$ cat src/design/drt_pkg.sv
/*
 Constants for the DRAM type, refresh and mode-program configuration block:
 register offsets, field positions, reset values, encodings and timing.
 Assumes a 40 MHz CPU bus clock drives the block.
*/
package drt_pkg;
	localparam int ADDR_W = 12;
	localparam int DATA_W = 16;

	// Register offsets as seen on the plain register port
	localparam logic [11:0] TYPE_OFS  = 12'h210;
	localparam logic [11:0] RFSH_OFS  = 12'h211;
	localparam logic [11:0] BMODE_OFS = 12'h212;
	localparam logic [11:0] STAT_OFS  = 12'h213;

	// Reset values
	localparam logic [15:0] TYPE_RST  = 16'h0000;
	localparam logic [15:0] RFSH_RST  = 16'h0040;
	localparam logic [15:0] BMODE_RST = 16'h0210;

	// Writable bits; reserved bits read as zero
	localparam logic [15:0] RFSH_WMASK  = 16'h34ff;
	localparam logic [15:0] BMODE_WMASK = 16'hfff7;

	// Refresh control fields
	localparam int SCHEME_BIT = 0;
	localparam int PRE_LSB    = 1;
	localparam int PW_LSB     = 3;
	localparam int PER_LSB    = 5;
	localparam int SELF_BIT   = 10;
	localparam int STAG_LSB   = 12;

	// Mode-program control fields
	localparam int EN_BIT   = 0;
	localparam int PAIR_LSB = 1;
	localparam int TRIG_BIT = 3;
	localparam int MA_LSB   = 4;

	// Status fields
	localparam int STAT_BUSY_BIT = 0;
	localparam int STAT_SELF_BIT = 1;
	localparam int STAT_PEND_BIT = 2;

	typedef enum logic [1:0] {
		DRT_TYPE_STD  = 2'b00,
		DRT_TYPE_EDO  = 2'b01,
		DRT_TYPE_BEDO = 2'b10,
		DRT_TYPE_RSV  = 2'b11
	} drt_type_e;

	typedef enum logic [1:0] {
		DRT_OP_CBR  = 2'b00,
		DRT_OP_RAS  = 2'b01,
		DRT_OP_PROG = 2'b10,
		DRT_OP_SELF = 2'b11
	} drt_op_e;

	typedef enum logic [2:0] {
		DRT_ST_IDLE  = 3'b000,
		DRT_ST_LEAD  = 3'b001,
		DRT_ST_PULSE = 3'b010,
		DRT_ST_SELF  = 3'b011,
		DRT_ST_PRECH = 3'b100
	} drt_state_e;

	localparam logic [2:0] PER_STOPPED = 3'b101;

	// Refresh intervals in ns and their cycle counts
	localparam int CLK_MHZ = 40;
	localparam int PER0_NS = 3750;
	localparam int PER1_NS = 7500;
	localparam int PER2_NS = 15000;
	localparam int PER3_NS = 30000;
	localparam int PER4_NS = 120000;
	localparam logic [12:0] PER0_CYC = 13'(PER0_NS * CLK_MHZ / 1000);
	localparam logic [12:0] PER1_CYC = 13'(PER1_NS * CLK_MHZ / 1000);
	localparam logic [12:0] PER2_CYC = 13'(PER2_NS * CLK_MHZ / 1000);
	localparam logic [12:0] PER3_CYC = 13'(PER3_NS * CLK_MHZ / 1000);
	localparam int          PER4_CYC = PER4_NS * CLK_MHZ / 1000;

	// Refresh strobe timing in clocks
	localparam logic [2:0] PRE_MAX_CYC = 3'd5;
	localparam logic [2:0] PW_BASE_CYC = 3'd4;
	localparam logic [2:0] LEAD_CYC    = 3'd1;
endpackage

$ cat src/design/drt_refresh_ctrl.sv
/*
 DRAM bank type, refresh engine and burst EDO mode-program cycle.
 Assumes: registers reached on a plain strobe port with read data one cycle
 later; bank enables and 64-bit pairing come from the bank configuration
 logic; the access sequencer holds access_busy while it owns the strobes.
*/
`timescale 1ns/10ps

// Behaviour
// [RULE1] Per-bank 2-bit type: 00 standard, 01 EDO, 10 burst EDO, 11 reserved.
// [RULE2] Type register holds bank n type at bits 2n+1:2n, bank 7 on top.
// [RULE3] Scheme bit 0 gives CAS-before-RAS refresh, 1 gives RAS-only refresh.
// [RULE4] Refresh precharge field: 00=5, 01=4, 10=3, 11=2 clocks.
// [RULE5] Separate 2-bit field sets RAS pulse width of refresh cycles.
// [RULE6] Refresh interval 3.75/7.5/15/30/120 us; 101 stops refresh.
// [RULE7] Self-refresh enable puts memory in self-refresh during suspend.
// [RULE8] Stagger select 00 refreshes all banks together; 01 is reserved.
// [RULE9] Enable bit turns the burst EDO mode-program cycle on or off.
// [RULE10] Pair selector 00..11 chooses banks 0/1, 2/3, 4/5 or 6/7.
// [RULE11] Program cycle strobes CAS only on enabled, burst EDO, selected banks.
// [RULE12] Trigger runs one cycle; program cycle if enabled, else refresh.
// [RULE13] Program cycle drives address field on lines, write enable held low.
// [RULE14] Address line 0 is register bit 4, line 11 is bit 15.
// [RULE15] Software sets lines 11:1 to 00000010000; line 0 picks burst order.
// [RULE16] Trigger clears itself when its cycle completes.
module drt_refresh_ctrl #(
	parameter int unsigned LONG_PERIOD_CYC = drt_pkg::PER4_CYC
) (
	// Clock and reset
	input  wire logic                        clock,
	input  wire logic                        arst_n,
	input  wire logic                        clk_en,
	// Register port
	input  wire logic [drt_pkg::ADDR_W-1:0]  reg_addr,
	input  wire logic [drt_pkg::DATA_W-1:0]  reg_wdata,
	input  wire logic                        reg_wr,
	input  wire logic                        reg_rd,
	output logic      [drt_pkg::DATA_W-1:0]  reg_rdata,
	// System state
	input  wire logic [7:0]                  bank_enable,
	input  wire logic [3:0]                  bank_pair_wide,
	input  wire logic                        system_suspend,
	input  wire logic                        access_busy,
	// Memory strobes
	output logic      [7:0]                  ras_n,
	output logic      [3:0]                  column_strobe_group_a_n,
	output logic      [3:0]                  column_strobe_group_b_n,
	output logic      [11:0]                 memory_address_lines,
	output logic                             write_enable_n,
	// Status
	output logic                             refresh_busy,
	output logic                             self_refresh_active
);
	import drt_pkg::*;

	logic [15:0] type_reg;
	logic [15:0] rfsh_reg;
	logic [15:0] bmode_reg;
	logic [12:0] timer_reg;
	logic        pend_reg;
	logic [11:0] row_reg;
	drt_state_e  state_reg;
	drt_op_e     op_reg;
	logic        trig_op_reg;
	logic [2:0]  cnt_reg;
	logic [7:0]  ras_mask_reg;
	logic [7:0]  cas_mask_reg;

	// Type of bank n; an odd bank of a 64-bit pair follows its even partner
	function automatic drt_type_e bank_type(input logic [15:0] t,
		input logic [3:0] wide, input int n);
		int src;
		src = (wide[n/2] && (n % 2 == 1)) ? n - 1 : n;
		return drt_type_e'(t[2*src +: 2]); // [RULE1] [RULE2]
	endfunction

	function automatic logic bank_on(input logic [7:0] en,
		input logic [3:0] wide, input int n);
		return wide[n/2] ? en[n - (n % 2)] : en[n];
	endfunction

	function automatic logic [12:0] period_cyc(input logic [2:0] sel);
		case (sel)
			3'b000:  period_cyc = PER0_CYC;
			3'b001:  period_cyc = PER1_CYC;
			3'b010:  period_cyc = PER2_CYC;
			3'b011:  period_cyc = PER3_CYC;
			3'b100:  period_cyc = 13'(LONG_PERIOD_CYC);
			default: period_cyc = 13'h0000; // [RULE6]
		endcase
	endfunction

	logic [7:0]  active_banks;
	logic [7:0]  prog_banks;
	logic [2:0]  pair_sel;
	logic [12:0] period;
	logic [2:0]  pre_cyc;
	logic [2:0]  pw_cyc;
	logic        tick;
	logic        self_req;
	logic        trig_req;
	logic        prog_en;
	logic        trig_done;
	logic        start;
	logic        trig_write;

	assign pair_sel = {1'b0, bmode_reg[PAIR_LSB +: 2]};
	assign prog_en  = bmode_reg[EN_BIT]; // [RULE9]
	assign trig_req = bmode_reg[TRIG_BIT];
	assign self_req = system_suspend && rfsh_reg[SELF_BIT]; // [RULE7]
	assign period   = period_cyc(rfsh_reg[PER_LSB +: 3]);
	assign pre_cyc  = PRE_MAX_CYC - {1'b0, rfsh_reg[PRE_LSB +: 2]}; // [RULE4]
	assign pw_cyc   = PW_BASE_CYC + {1'b0, rfsh_reg[PW_LSB +: 2]}; // [RULE5]
	assign tick     = (period != 13'h0000) && (timer_reg >= period - 13'd1);
	assign start    = (state_reg == DRT_ST_IDLE) && !access_busy
		&& (self_req || trig_req || pend_reg);
	assign trig_done = clk_en && (state_reg == DRT_ST_PRECH)
		&& (cnt_reg == pre_cyc - 3'd1) && trig_op_reg;
	assign trig_write = reg_wr && (reg_addr == BMODE_OFS)
		&& reg_wdata[TRIG_BIT];

	// Stagger select 00 is the only defined mode: every bank at once
	genvar g;
	generate
		for (g = 0; g < 8; g++) begin : g_bank
			assign active_banks[g] = bank_on(bank_enable, bank_pair_wide, g);
			assign prog_banks[g] = active_banks[g]
				&& (bank_type(type_reg, bank_pair_wide, g) == DRT_TYPE_BEDO)
				&& (3'(g / 2) == pair_sel); // [RULE10] [RULE11]
		end
	endgenerate

	// Register writes
	always_ff @(posedge clock or negedge arst_n)
	begin
		if (!arst_n)
		begin
			type_reg <= TYPE_RST;
			rfsh_reg <= RFSH_RST;
		end
		else if (clk_en && reg_wr)
		begin
			if (reg_addr == TYPE_OFS)
				type_reg <= reg_wdata; // [RULE2]
			if (reg_addr == RFSH_OFS)
				rfsh_reg <= reg_wdata & RFSH_WMASK; // [RULE3] [RULE8]
		end
	end

	// Mode-program control; a new trigger write wins over completion
	always_ff @(posedge clock or negedge arst_n)
	begin
		if (!arst_n)
			bmode_reg <= BMODE_RST;
		else if (clk_en)
		begin
			if (reg_wr && reg_addr == BMODE_OFS)
				bmode_reg[15:4] <= reg_wdata[15:4]; // [RULE14] [RULE15]
			if (reg_wr && reg_addr == BMODE_OFS)
				bmode_reg[2:0] <= reg_wdata[2:0];
			if (trig_write)
				bmode_reg[TRIG_BIT] <= 1'b1; // [RULE12]
			else if (trig_done)
				bmode_reg[TRIG_BIT] <= 1'b0; // [RULE16]
		end
	end

	// Read data, one cycle after the strobe; unmapped reads give zero
	always_ff @(posedge clock or negedge arst_n)
	begin
		if (!arst_n)
			reg_rdata <= 16'h0000;
		else if (clk_en)
		begin
			if (!reg_rd)
				reg_rdata <= 16'h0000;
			else
			begin
				case (reg_addr)
					TYPE_OFS:  reg_rdata <= type_reg;
					RFSH_OFS:  reg_rdata <= rfsh_reg;
					BMODE_OFS: reg_rdata <= bmode_reg;
					STAT_OFS:  reg_rdata <= {13'h0000, pend_reg,
						self_refresh_active, refresh_busy};
					default:   reg_rdata <= 16'h0000;
				endcase
			end
		end
	end

	// Interval timer; a refresh owed but not yet run waits in pend_reg
	always_ff @(posedge clock or negedge arst_n)
	begin
		if (!arst_n)
		begin
			timer_reg <= 13'h0000;
			pend_reg  <= 1'b0;
		end
		else if (clk_en)
		begin
			if (period == 13'h0000 || tick)
				timer_reg <= 13'h0000; // [RULE6]
			else
				timer_reg <= timer_reg + 13'd1;
			pend_reg <= tick || (pend_reg && !(start && !self_req
				&& !trig_req));
		end
	end

	// Refresh and mode-program sequencer
	always_ff @(posedge clock or negedge arst_n)
	begin
		if (!arst_n)
		begin
			state_reg               <= DRT_ST_IDLE;
			op_reg                  <= DRT_OP_CBR;
			trig_op_reg             <= 1'b0;
			cnt_reg                 <= 3'd0;
			ras_mask_reg            <= 8'h00;
			cas_mask_reg            <= 8'h00;
			row_reg                 <= 12'h000;
			ras_n                   <= 8'hff;
			column_strobe_group_a_n <= 4'hf;
			column_strobe_group_b_n <= 4'hf;
			memory_address_lines    <= 12'h000;
			write_enable_n          <= 1'b1;
			refresh_busy            <= 1'b0;
			self_refresh_active     <= 1'b0;
		end
		else if (clk_en)
		begin
			case (state_reg)
				DRT_ST_IDLE:
				begin
					cnt_reg <= 3'd0;
					if (start)
					begin
						refresh_busy <= 1'b1;
						trig_op_reg  <= !self_req && trig_req;
						if (self_req)
						begin
							op_reg       <= DRT_OP_SELF;
							ras_mask_reg <= active_banks;
							cas_mask_reg <= 8'hff;
							column_strobe_group_a_n <= 4'h0;
							column_strobe_group_b_n <= 4'h0;
							state_reg    <= DRT_ST_LEAD;
						end
						else if (trig_req && prog_en)
						begin
							op_reg       <= DRT_OP_PROG;
							ras_mask_reg <= prog_banks;
							cas_mask_reg <= prog_banks; // [RULE11]
							column_strobe_group_a_n <=
								{4{!prog_banks[{pair_sel[1:0], 1'b0}]}};
							column_strobe_group_b_n <=
								{4{!prog_banks[{pair_sel[1:0], 1'b1}]}};
							memory_address_lines <=
								bmode_reg[MA_LSB +: 12]; // [RULE13] [RULE14]
							write_enable_n <= 1'b0; // [RULE13]
							state_reg    <= DRT_ST_LEAD;
						end
						else if (rfsh_reg[SCHEME_BIT])
						begin
							op_reg       <= DRT_OP_RAS; // [RULE3]
							ras_mask_reg <= active_banks;
							cas_mask_reg <= 8'h00;
							memory_address_lines <= row_reg;
							row_reg      <= row_reg + 12'd1;
							ras_n        <= ~active_banks;
							state_reg    <= DRT_ST_PULSE;
						end
						else
						begin
							op_reg       <= DRT_OP_CBR; // [RULE3] [RULE12]
							ras_mask_reg <= active_banks;
							cas_mask_reg <= 8'hff;
							column_strobe_group_a_n <= 4'h0;
							column_strobe_group_b_n <= 4'h0;
							state_reg    <= DRT_ST_LEAD;
						end
					end
				end
				DRT_ST_LEAD:
				begin
					// CAS leads RAS so the parts see CAS-before-RAS
					if (cnt_reg == LEAD_CYC - 3'd1)
					begin
						cnt_reg <= 3'd0;
						ras_n   <= ~ras_mask_reg;
						if (op_reg == DRT_OP_SELF)
						begin
							self_refresh_active <= 1'b1; // [RULE7]
							state_reg <= DRT_ST_SELF;
						end
						else
							state_reg <= DRT_ST_PULSE;
					end
					else
						cnt_reg <= cnt_reg + 3'd1;
				end
				DRT_ST_PULSE:
				begin
					if (cnt_reg == pw_cyc - 3'd1)
					begin
						cnt_reg <= 3'd0; // [RULE5]
						ras_n   <= 8'hff;
						column_strobe_group_a_n <= 4'hf;
						column_strobe_group_b_n <= 4'hf;
						write_enable_n <= 1'b1;
						state_reg <= DRT_ST_PRECH;
					end
					else
						cnt_reg <= cnt_reg + 3'd1;
				end
				DRT_ST_SELF:
				begin
					// Held until suspend ends or self-refresh enable clears; the parts refresh themselves
					if (!self_req)
					begin
						self_refresh_active <= 1'b0;
						ras_n   <= 8'hff;
						column_strobe_group_a_n <= 4'hf;
						column_strobe_group_b_n <= 4'hf;
						cnt_reg <= 3'd0;
						state_reg <= DRT_ST_PRECH;
					end
				end
				DRT_ST_PRECH:
				begin
					if (cnt_reg == pre_cyc - 3'd1)
					begin
						cnt_reg      <= 3'd0; // [RULE4]
						refresh_busy <= 1'b0;
						trig_op_reg  <= 1'b0; // [RULE16]
						state_reg    <= DRT_ST_IDLE;
					end
					else
						cnt_reg <= cnt_reg + 3'd1;
				end
				default:
				begin
					state_reg <= DRT_ST_IDLE;
					ras_n     <= 8'hff;
				end
			endcase
		end
	end

endmodule // drt_refresh_ctrl

$ cat config.mk
export PLATFORM = sky130hd
export DESIGN_NAME = drt_refresh_ctrl
export DESIGN_NICKNAME = d
export VERILOG_FILES = /design/src/design/drt_pkg.sv /design/src/design/drt_refresh_ctrl.sv
export SDC_FILE = /design/constraint.sdc
export NUM_CORES = 1
export LEC_CHECK = 0
export BUFFER_PORTS_ARGS = -buffer_cell sky130_fd_sc_hd__buf_4
export CAP_MARGIN = 30
export CORE_ASPECT_RATIO = 1.75
export CORE_MARGIN = 1
export CORE_UTILIZATION = 52
export CTS_CLUSTER_DIAMETER = 80
export CTS_CLUSTER_SIZE = 14
export DETAILED_ROUTE_END_ITERATION = 10
export HOLD_SLACK_MARGIN = 0.02
export PLACE_DENSITY = 0.83
export SLEW_MARGIN = 20
export SYNTH_ARGS = -nofsm -noshare
export SYNTH_HDL_FRONTEND = slang
export SYNTH_SLANG_ARGS = --single-unit
$ cat constraint.sdc
create_clock -name clock -period 2.8 [get_ports clock]
set_input_delay 0.42 -clock clock [delete_from_list [all_inputs] [get_ports clock]]
set_output_delay 0.42 -clock clock [all_outputs]
set_load 0.01 [all_outputs]
Word-level counts from Yosys, hierarchy flattened
Cells that the tools add are included.
Storage, ports and cells
  register bits after elaboration: 133
  input port bits: 47
  logic and storage cells: 218
Operators by class
  add/sub/neg operators: 8
  magnitude comparators: 3
  equal/unequal tests: 37
  shift-type cells: 4
  multiplexer cells: 73
  bitwise operators: 5
  reduce and logical (&&, ||, !) cells: 68
Operators with widths (number)
  two-way mux 8 bit: 9
  one-hot mux 13 bit (5 select lines): 1
  one-hot mux 16 bit (4 select lines): 1
  == test 12 x 10 -> 1 bit (second input constant): 4
  one-hot mux 8 bit (5 select lines): 1
  two-way mux 4 bit: 9
  variable part select 16 x 5 -> 2 bit: 2
  logical AND 1 bit: 31
  one-hot mux 3 bit (5 select lines): 2
  two-way mux 3 bit: 9
  two-way mux 1 bit: 24
  two-way mux 12 bit: 2
  one-hot mux 4 bit (3 select lines): 2
  AND reduction 6 bit: 4
  == test 2 bit (second input constant): 9
  two-way mux 16 bit: 1
  != test 2 bit (second input constant): 8
  NOT 8 bit: 2
  variable part select 16 x 3 -> 2 bit: 1
  variable part select 16 x 4 -> 2 bit: 1
  adder 13 x 1 -> 13 bit (second input constant): 1
  >= comparator 13 bit: 1
  logical NOT 13 bit: 1
  two-way mux 13 bit: 1
  other kinds (31): 71

Depth between registers and ports, before layout
  depth in word-level cells: 12
  gate-level depth with buffers: 12

Least setup slack after synthesis
No wires, ideal clock.
  path kind: register to register
  start point: register rfsh_reg[7]
  end point: register timer_reg[3]
  library setup time: 0.084 ns
  arrival time: 2.793 ns
  required time: 2.716 ns
  slack: -0.077 ns
  stages on the path, launching flop included: 11
  path buffers: 1
  cell sequence: dfrtp_1 clkbuf_1 or3_1 ha_1 o211ai_1 ha_1 nand4_1 nor2_1 a211oi_1 nand3_2 o22ai_1
Between the ends
  word-level cells in the longest chain between the ends: 7
  elaborated cells between the ends (all ways): 13
  those cells by class: add/sub: 1; order compare: 1; eq/ne: 4; mux: 2; reduce/logical: 5
Ends and longest elaborated chain
  from (decl): line drt_refresh_ctrl.sv:57  | logic [15:0] rfsh_reg;
  from (signal assigned): line drt_refresh_ctrl.sv:146  | rfsh_reg <= reg_wdata & RFSH_WMASK;
  == test 3 bit (tied with other cells): line drt_refresh_ctrl.sv:83  | case (sel)
  one-hot mux 13 bit (5 select lines) *: line drt_refresh_ctrl.sv:83
  subtractor 13 x 1 -> 13 bit: line drt_refresh_ctrl.sv:114  | assign tick = (period != 13'h0000) && (timer_reg >= period - 13'd1);
  >= comparator 13 bit: line drt_refresh_ctrl.sv:114
  logical AND 1 bit: line drt_refresh_ctrl.sv:114
  logical OR 1 bit *: line drt_refresh_ctrl.sv:201  | if (period == 13'h0000 || tick)
  two-way mux 13 bit *: line drt_refresh_ctrl.sv:201
  to (signal assigned): line drt_refresh_ctrl.sv:204  | timer_reg <= timer_reg + 13'd1;
  to (decl): line drt_refresh_ctrl.sv:59  | logic [12:0] timer_reg;
Every way passes the cells marked *; elsewhere a longest branch is shown, timed or not.
A chain may end at the register's enable or synchronous reset.

Worst setup path in the final report
  start point: register rfsh_reg[6]
  end point: register timer_reg[3]
The elaborated chain is that of the path after synthesis.

==> qor.txt <==
Outcome -> finished clean
Die W -> 87.78 um
Reg2Reg Depth -> 10
Most frequent cells in the layout -> dfrtp_1, buf_4, nand2_1
Period utilisation layout -> 97.21%
Synth async-reset ratio -> 100.0%
Simple-gate share of the synthesized area -> 13.98%
DRC Markers -> 0
RR Endpoint -> timer_reg[3]$_DFFE_PN0P_
Ports -> 94
Synth-to-layout area growth -> 22.66%
Worst hold path type -> in -> reg
Finished Layout Cells -> 892
Cell Area, Synth -> 6696 um2
Static Leakage -> 3.794 nW
CTS Buf Count -> 17
Syn nets -> 682
CTS tree -> built
Worst Hold End -> bmode_reg[8]$_DFFE_PN0P_
Yosys Warn Count -> 0
Relative slew slack -> 42.02%
R2r startpoint -> rfsh_reg[6]$_DFFE_PN1P_
Vias in the first global route -> 5532
Num Clock Sinks -> 127
DRT Wirelength -> 17.20 mm
Slew @ Worst Pin -> 0.8631 ns
Crit path max-delay cell type -> dfstp_2
Delay-heaviest family, CP -> simple AND/OR/NAND/NOR gates
Min Tclk post-route -> 2.722 ns
ANT nets after route -> 0
Fmax -> 367.4 MHz
Synth Instances -> 616
Count of cell types in the netlist -> 68
Root Driver -> clkbuf_16
# Post-CTS Setup Buffers -> 0
Final Max Tran Viols -> 0
Setup TNS -> 0 ns
Clock Pin Slew Worst Setup and Hold Paths -> 0.06 ns
# rows -> 54
Ant diodes -> 0
Compound-Gate Fraction of Synth Area -> 13.75%
Largest family of logic cells by synthesized area -> simple AND/OR/NAND/NOR gates
Post-synthesis sequential area ratio -> 47.72%
Post-synthesis mux area share -> 13.73%
CP Max Fanout -> 10
Hold Fails Final Rpt -> 0
Worst IR Drop VDD -> 0.0004116 V
Detailed placement HPWL -> 12.53 mm
IO Port Bufs -> 93
Setup violators final -> 0
Cells on Worst Hold Path -> 2
Max Cap Viol -> 0
Core Box Area -> 12500 um2
Via/cell ratio -> 6.013
TritonRoute pass-1 iters -> 5
Initial antenna violation count -> 0
Clock Skew -> 0.007766 ns
Initial Util -> 53.57%
Finished Cell Area -> 8214 um2
CP dominant cell by count -> ha_1
Critical path type -> reg -> reg
GRT overflow -> 0
Launching element type of the critical path -> flop
Synth Area in Adders -> 3.550%
Post-layout util -> 65.72%
H-tree depth -> 4
NumNets Final -> 777
Mean post-synth cell area -> 10.87 um2
Inst Count DP -> 859
Most common cell after layout, fill and taps aside -> dfrtp_1
Power per cell area -> 662.6 nW/um2
First-pass GRT wire length -> 27.75 mm
Total Power -> 0.005443 W
CP Cell Sequence -> or3_1, ha_1, a221oi_2, ha_1, nand4_1, nor4_2, a211oi_2, buf_4, a41oi_1, o22ai_2
Fillcell total -> 961
Required @ worst endpoint -> 3.09 ns
Main synth FF type -> dfrtp_1
Critical Path Max Stage Delay -> 0.42 ns
Skew-Pair Late Insertion Delay -> 0.42 ns
Routed vias -> 5364
DIE HEIGHT -> 152.1 um
CP endpoint kind -> flop
DR WL/cell -> 19.28 um
FF-to-FF setup slack -> 0.08 ns
Clock Path Buffers -> 2
Largest net degree at the start of global routing -> 47
DRT iter0 DRCs -> 375
Post-synth EDFFs -> 0
Xor/xnor share of the synthesized area -> 3.270%
Placed cell areas -> 7589 um2
Hold wc startpoint -> reg_wdata[8]
CP bufs+invs -> 1
Yosys reg bits -> 127
Die Area -> 13350 um2
GRT Util Overall -> 27.30%
Ratio of cells with drive above 1 in the final layout -> 32.04%
Gpl congestion -> 0.8643
Worst EP arrival -> 3.01 ns
[worst max path at each step]
stage                                        from                  endpoint  slack, ns  cells after the start
after floorplan           rfsh_reg[7]$_DFFE_PN0P_  timer_reg[3]$_DFFE_PN0P_       0.10                     10
after global placement    rfsh_reg[6]$_DFFE_PN1P_  timer_reg[2]$_DFFE_PN0P_       0.20                     12
after detailed placement  rfsh_reg[7]$_DFFE_PN0P_  timer_reg[4]$_DFFE_PN0P_       0.12                     12
after CTS                 rfsh_reg[7]$_DFFE_PN0P_  timer_reg[4]$_DFFE_PN0P_       0.08                     10
after global routing      rfsh_reg[7]$_DFFE_PN0P_  timer_reg[3]$_DFFE_PN0P_      -0.05                     10
final                     rfsh_reg[6]$_DFFE_PN1P_  timer_reg[3]$_DFFE_PN0P_       0.08                     10
[worst reg2reg max path: cells and delay by family (launching register included)]
| family | cells | cell delay [ns] |
|---|---|---|
| buf+inv | 1 | 0.17 |
| fa+ha+maj | 2 | 0.43 |
| flops | 1 | 0.42 |
| simple gates | 3 | 0.86 |
| compound gates | 4 | 0.70 |
[what timing repair did]
item                                   in CTS  in global routing
hold buffers                                1                  0
gates resized for setup                     0                  4
setup endpoints to repair                   0                 12
endpoints found under the hold margin       5                  0
[per-layer routing]
layer	up-vias	GRT usage [%]	wire length (um)
met5	-	0	0
met4	0	14.99	978
met3	81	5.052	895
met2	257	45.44	8885
met1	2613	32.55	6443
li1	2413	-	-
[cells in the mapped netlist, drive strengths merged (2+ instances only)]
master | number | area [um2]
dfrtp | 113 | 2828
nand2 | 58 | 217.7
mux2 | 51 | 581.8
nor2 | 35 | 131.4
a21oi | 30 | 161.4
o21ai | 30 | 161.4
mux2i | 27 | 270.3
inv | 23 | 86.33
clkbuf | 19 | 71.32
ha | 19 | 237.7
o2bb2ai | 18 | 157.7
buf | 17 | 110.1
xnor2 | 15 | 131.4
dfstp | 14 | 367.9
nand4 | 14 | 108.9
nand3 | 13 | 70.07
a22oi | 10 | 75.07
xor2 | 10 | 87.58
and3 | 8 | 50.05
nand2b | 7 | 43.79
nor2b | 7 | 43.79
a31oi | 6 | 37.54
nor3 | 6 | 41.29
nor4 | 6 | 52.55
o211ai | 5 | 37.54
a22o | 4 | 35.03
a41oi | 4 | 35.03
and2 | 4 | 25.02
o22ai | 4 | 25.02
or2 | 4 | 27.53
a221oi | 3 | 26.28
mux4 | 3 | 67.56
nor3b | 3 | 33.78
nor4b | 3 | 53.80
a211o | 2 | 17.52
a21o | 2 | 15.01
a32o | 2 | 20.02
[cells by family (layout without fill, tap and decap cells)]
| family | after synthesis | in the layout |
|---|---|---|
| compound gates | 133 | 133 |
| xor+xnor | 25 | 25 |
| fa+ha+maj | 19 | 19 |
| buf+inv | 59 | 167 |
| flops | 127 | 127 |
| mux | 81 | 81 |
| simple gates | 172 | 172 |
[stage by stage]
stage / hold WS [ns] / setup slack [ns]
2_1_floorplan: 0.1244 / 0.1027
3_3_place_gp: 0.4429 / 0.2012
3_5_place_dp: 0.4540 / 0.1225
4_1_cts: 0.2379 / 0.07642
5_1_grt: 0.2464 / -0.05419
6_report: 0.2431 / 0.07819
[final cells by class]
| type | instances | area (um2) | share of cell area (%) |
|---|---|---|---|
| Multi-Input combinational cell | 430 | 3264 | 39.74 |
| Sequential cell | 127 | 3196 | 38.90 |
| Timing Repair Buffer | 112 | 868.3 | 10.57 |
| Clock buffer | 18 | 429.2 | 5.225 |
| Tap cell | 168 | 210.2 | 2.559 |
| Clock inverter | 14 | 160.2 | 1.950 |
| Inverter | 23 | 86.33 | 1.051 |
[power breakdown]
group | internal, W | switching, W
registers | 0.00201 | 0.000174
clock network | 0.00132 | 0.000888
logic | 0.000491 | 0.000556
Note: power is estimated with default switching activity, not from simulation.
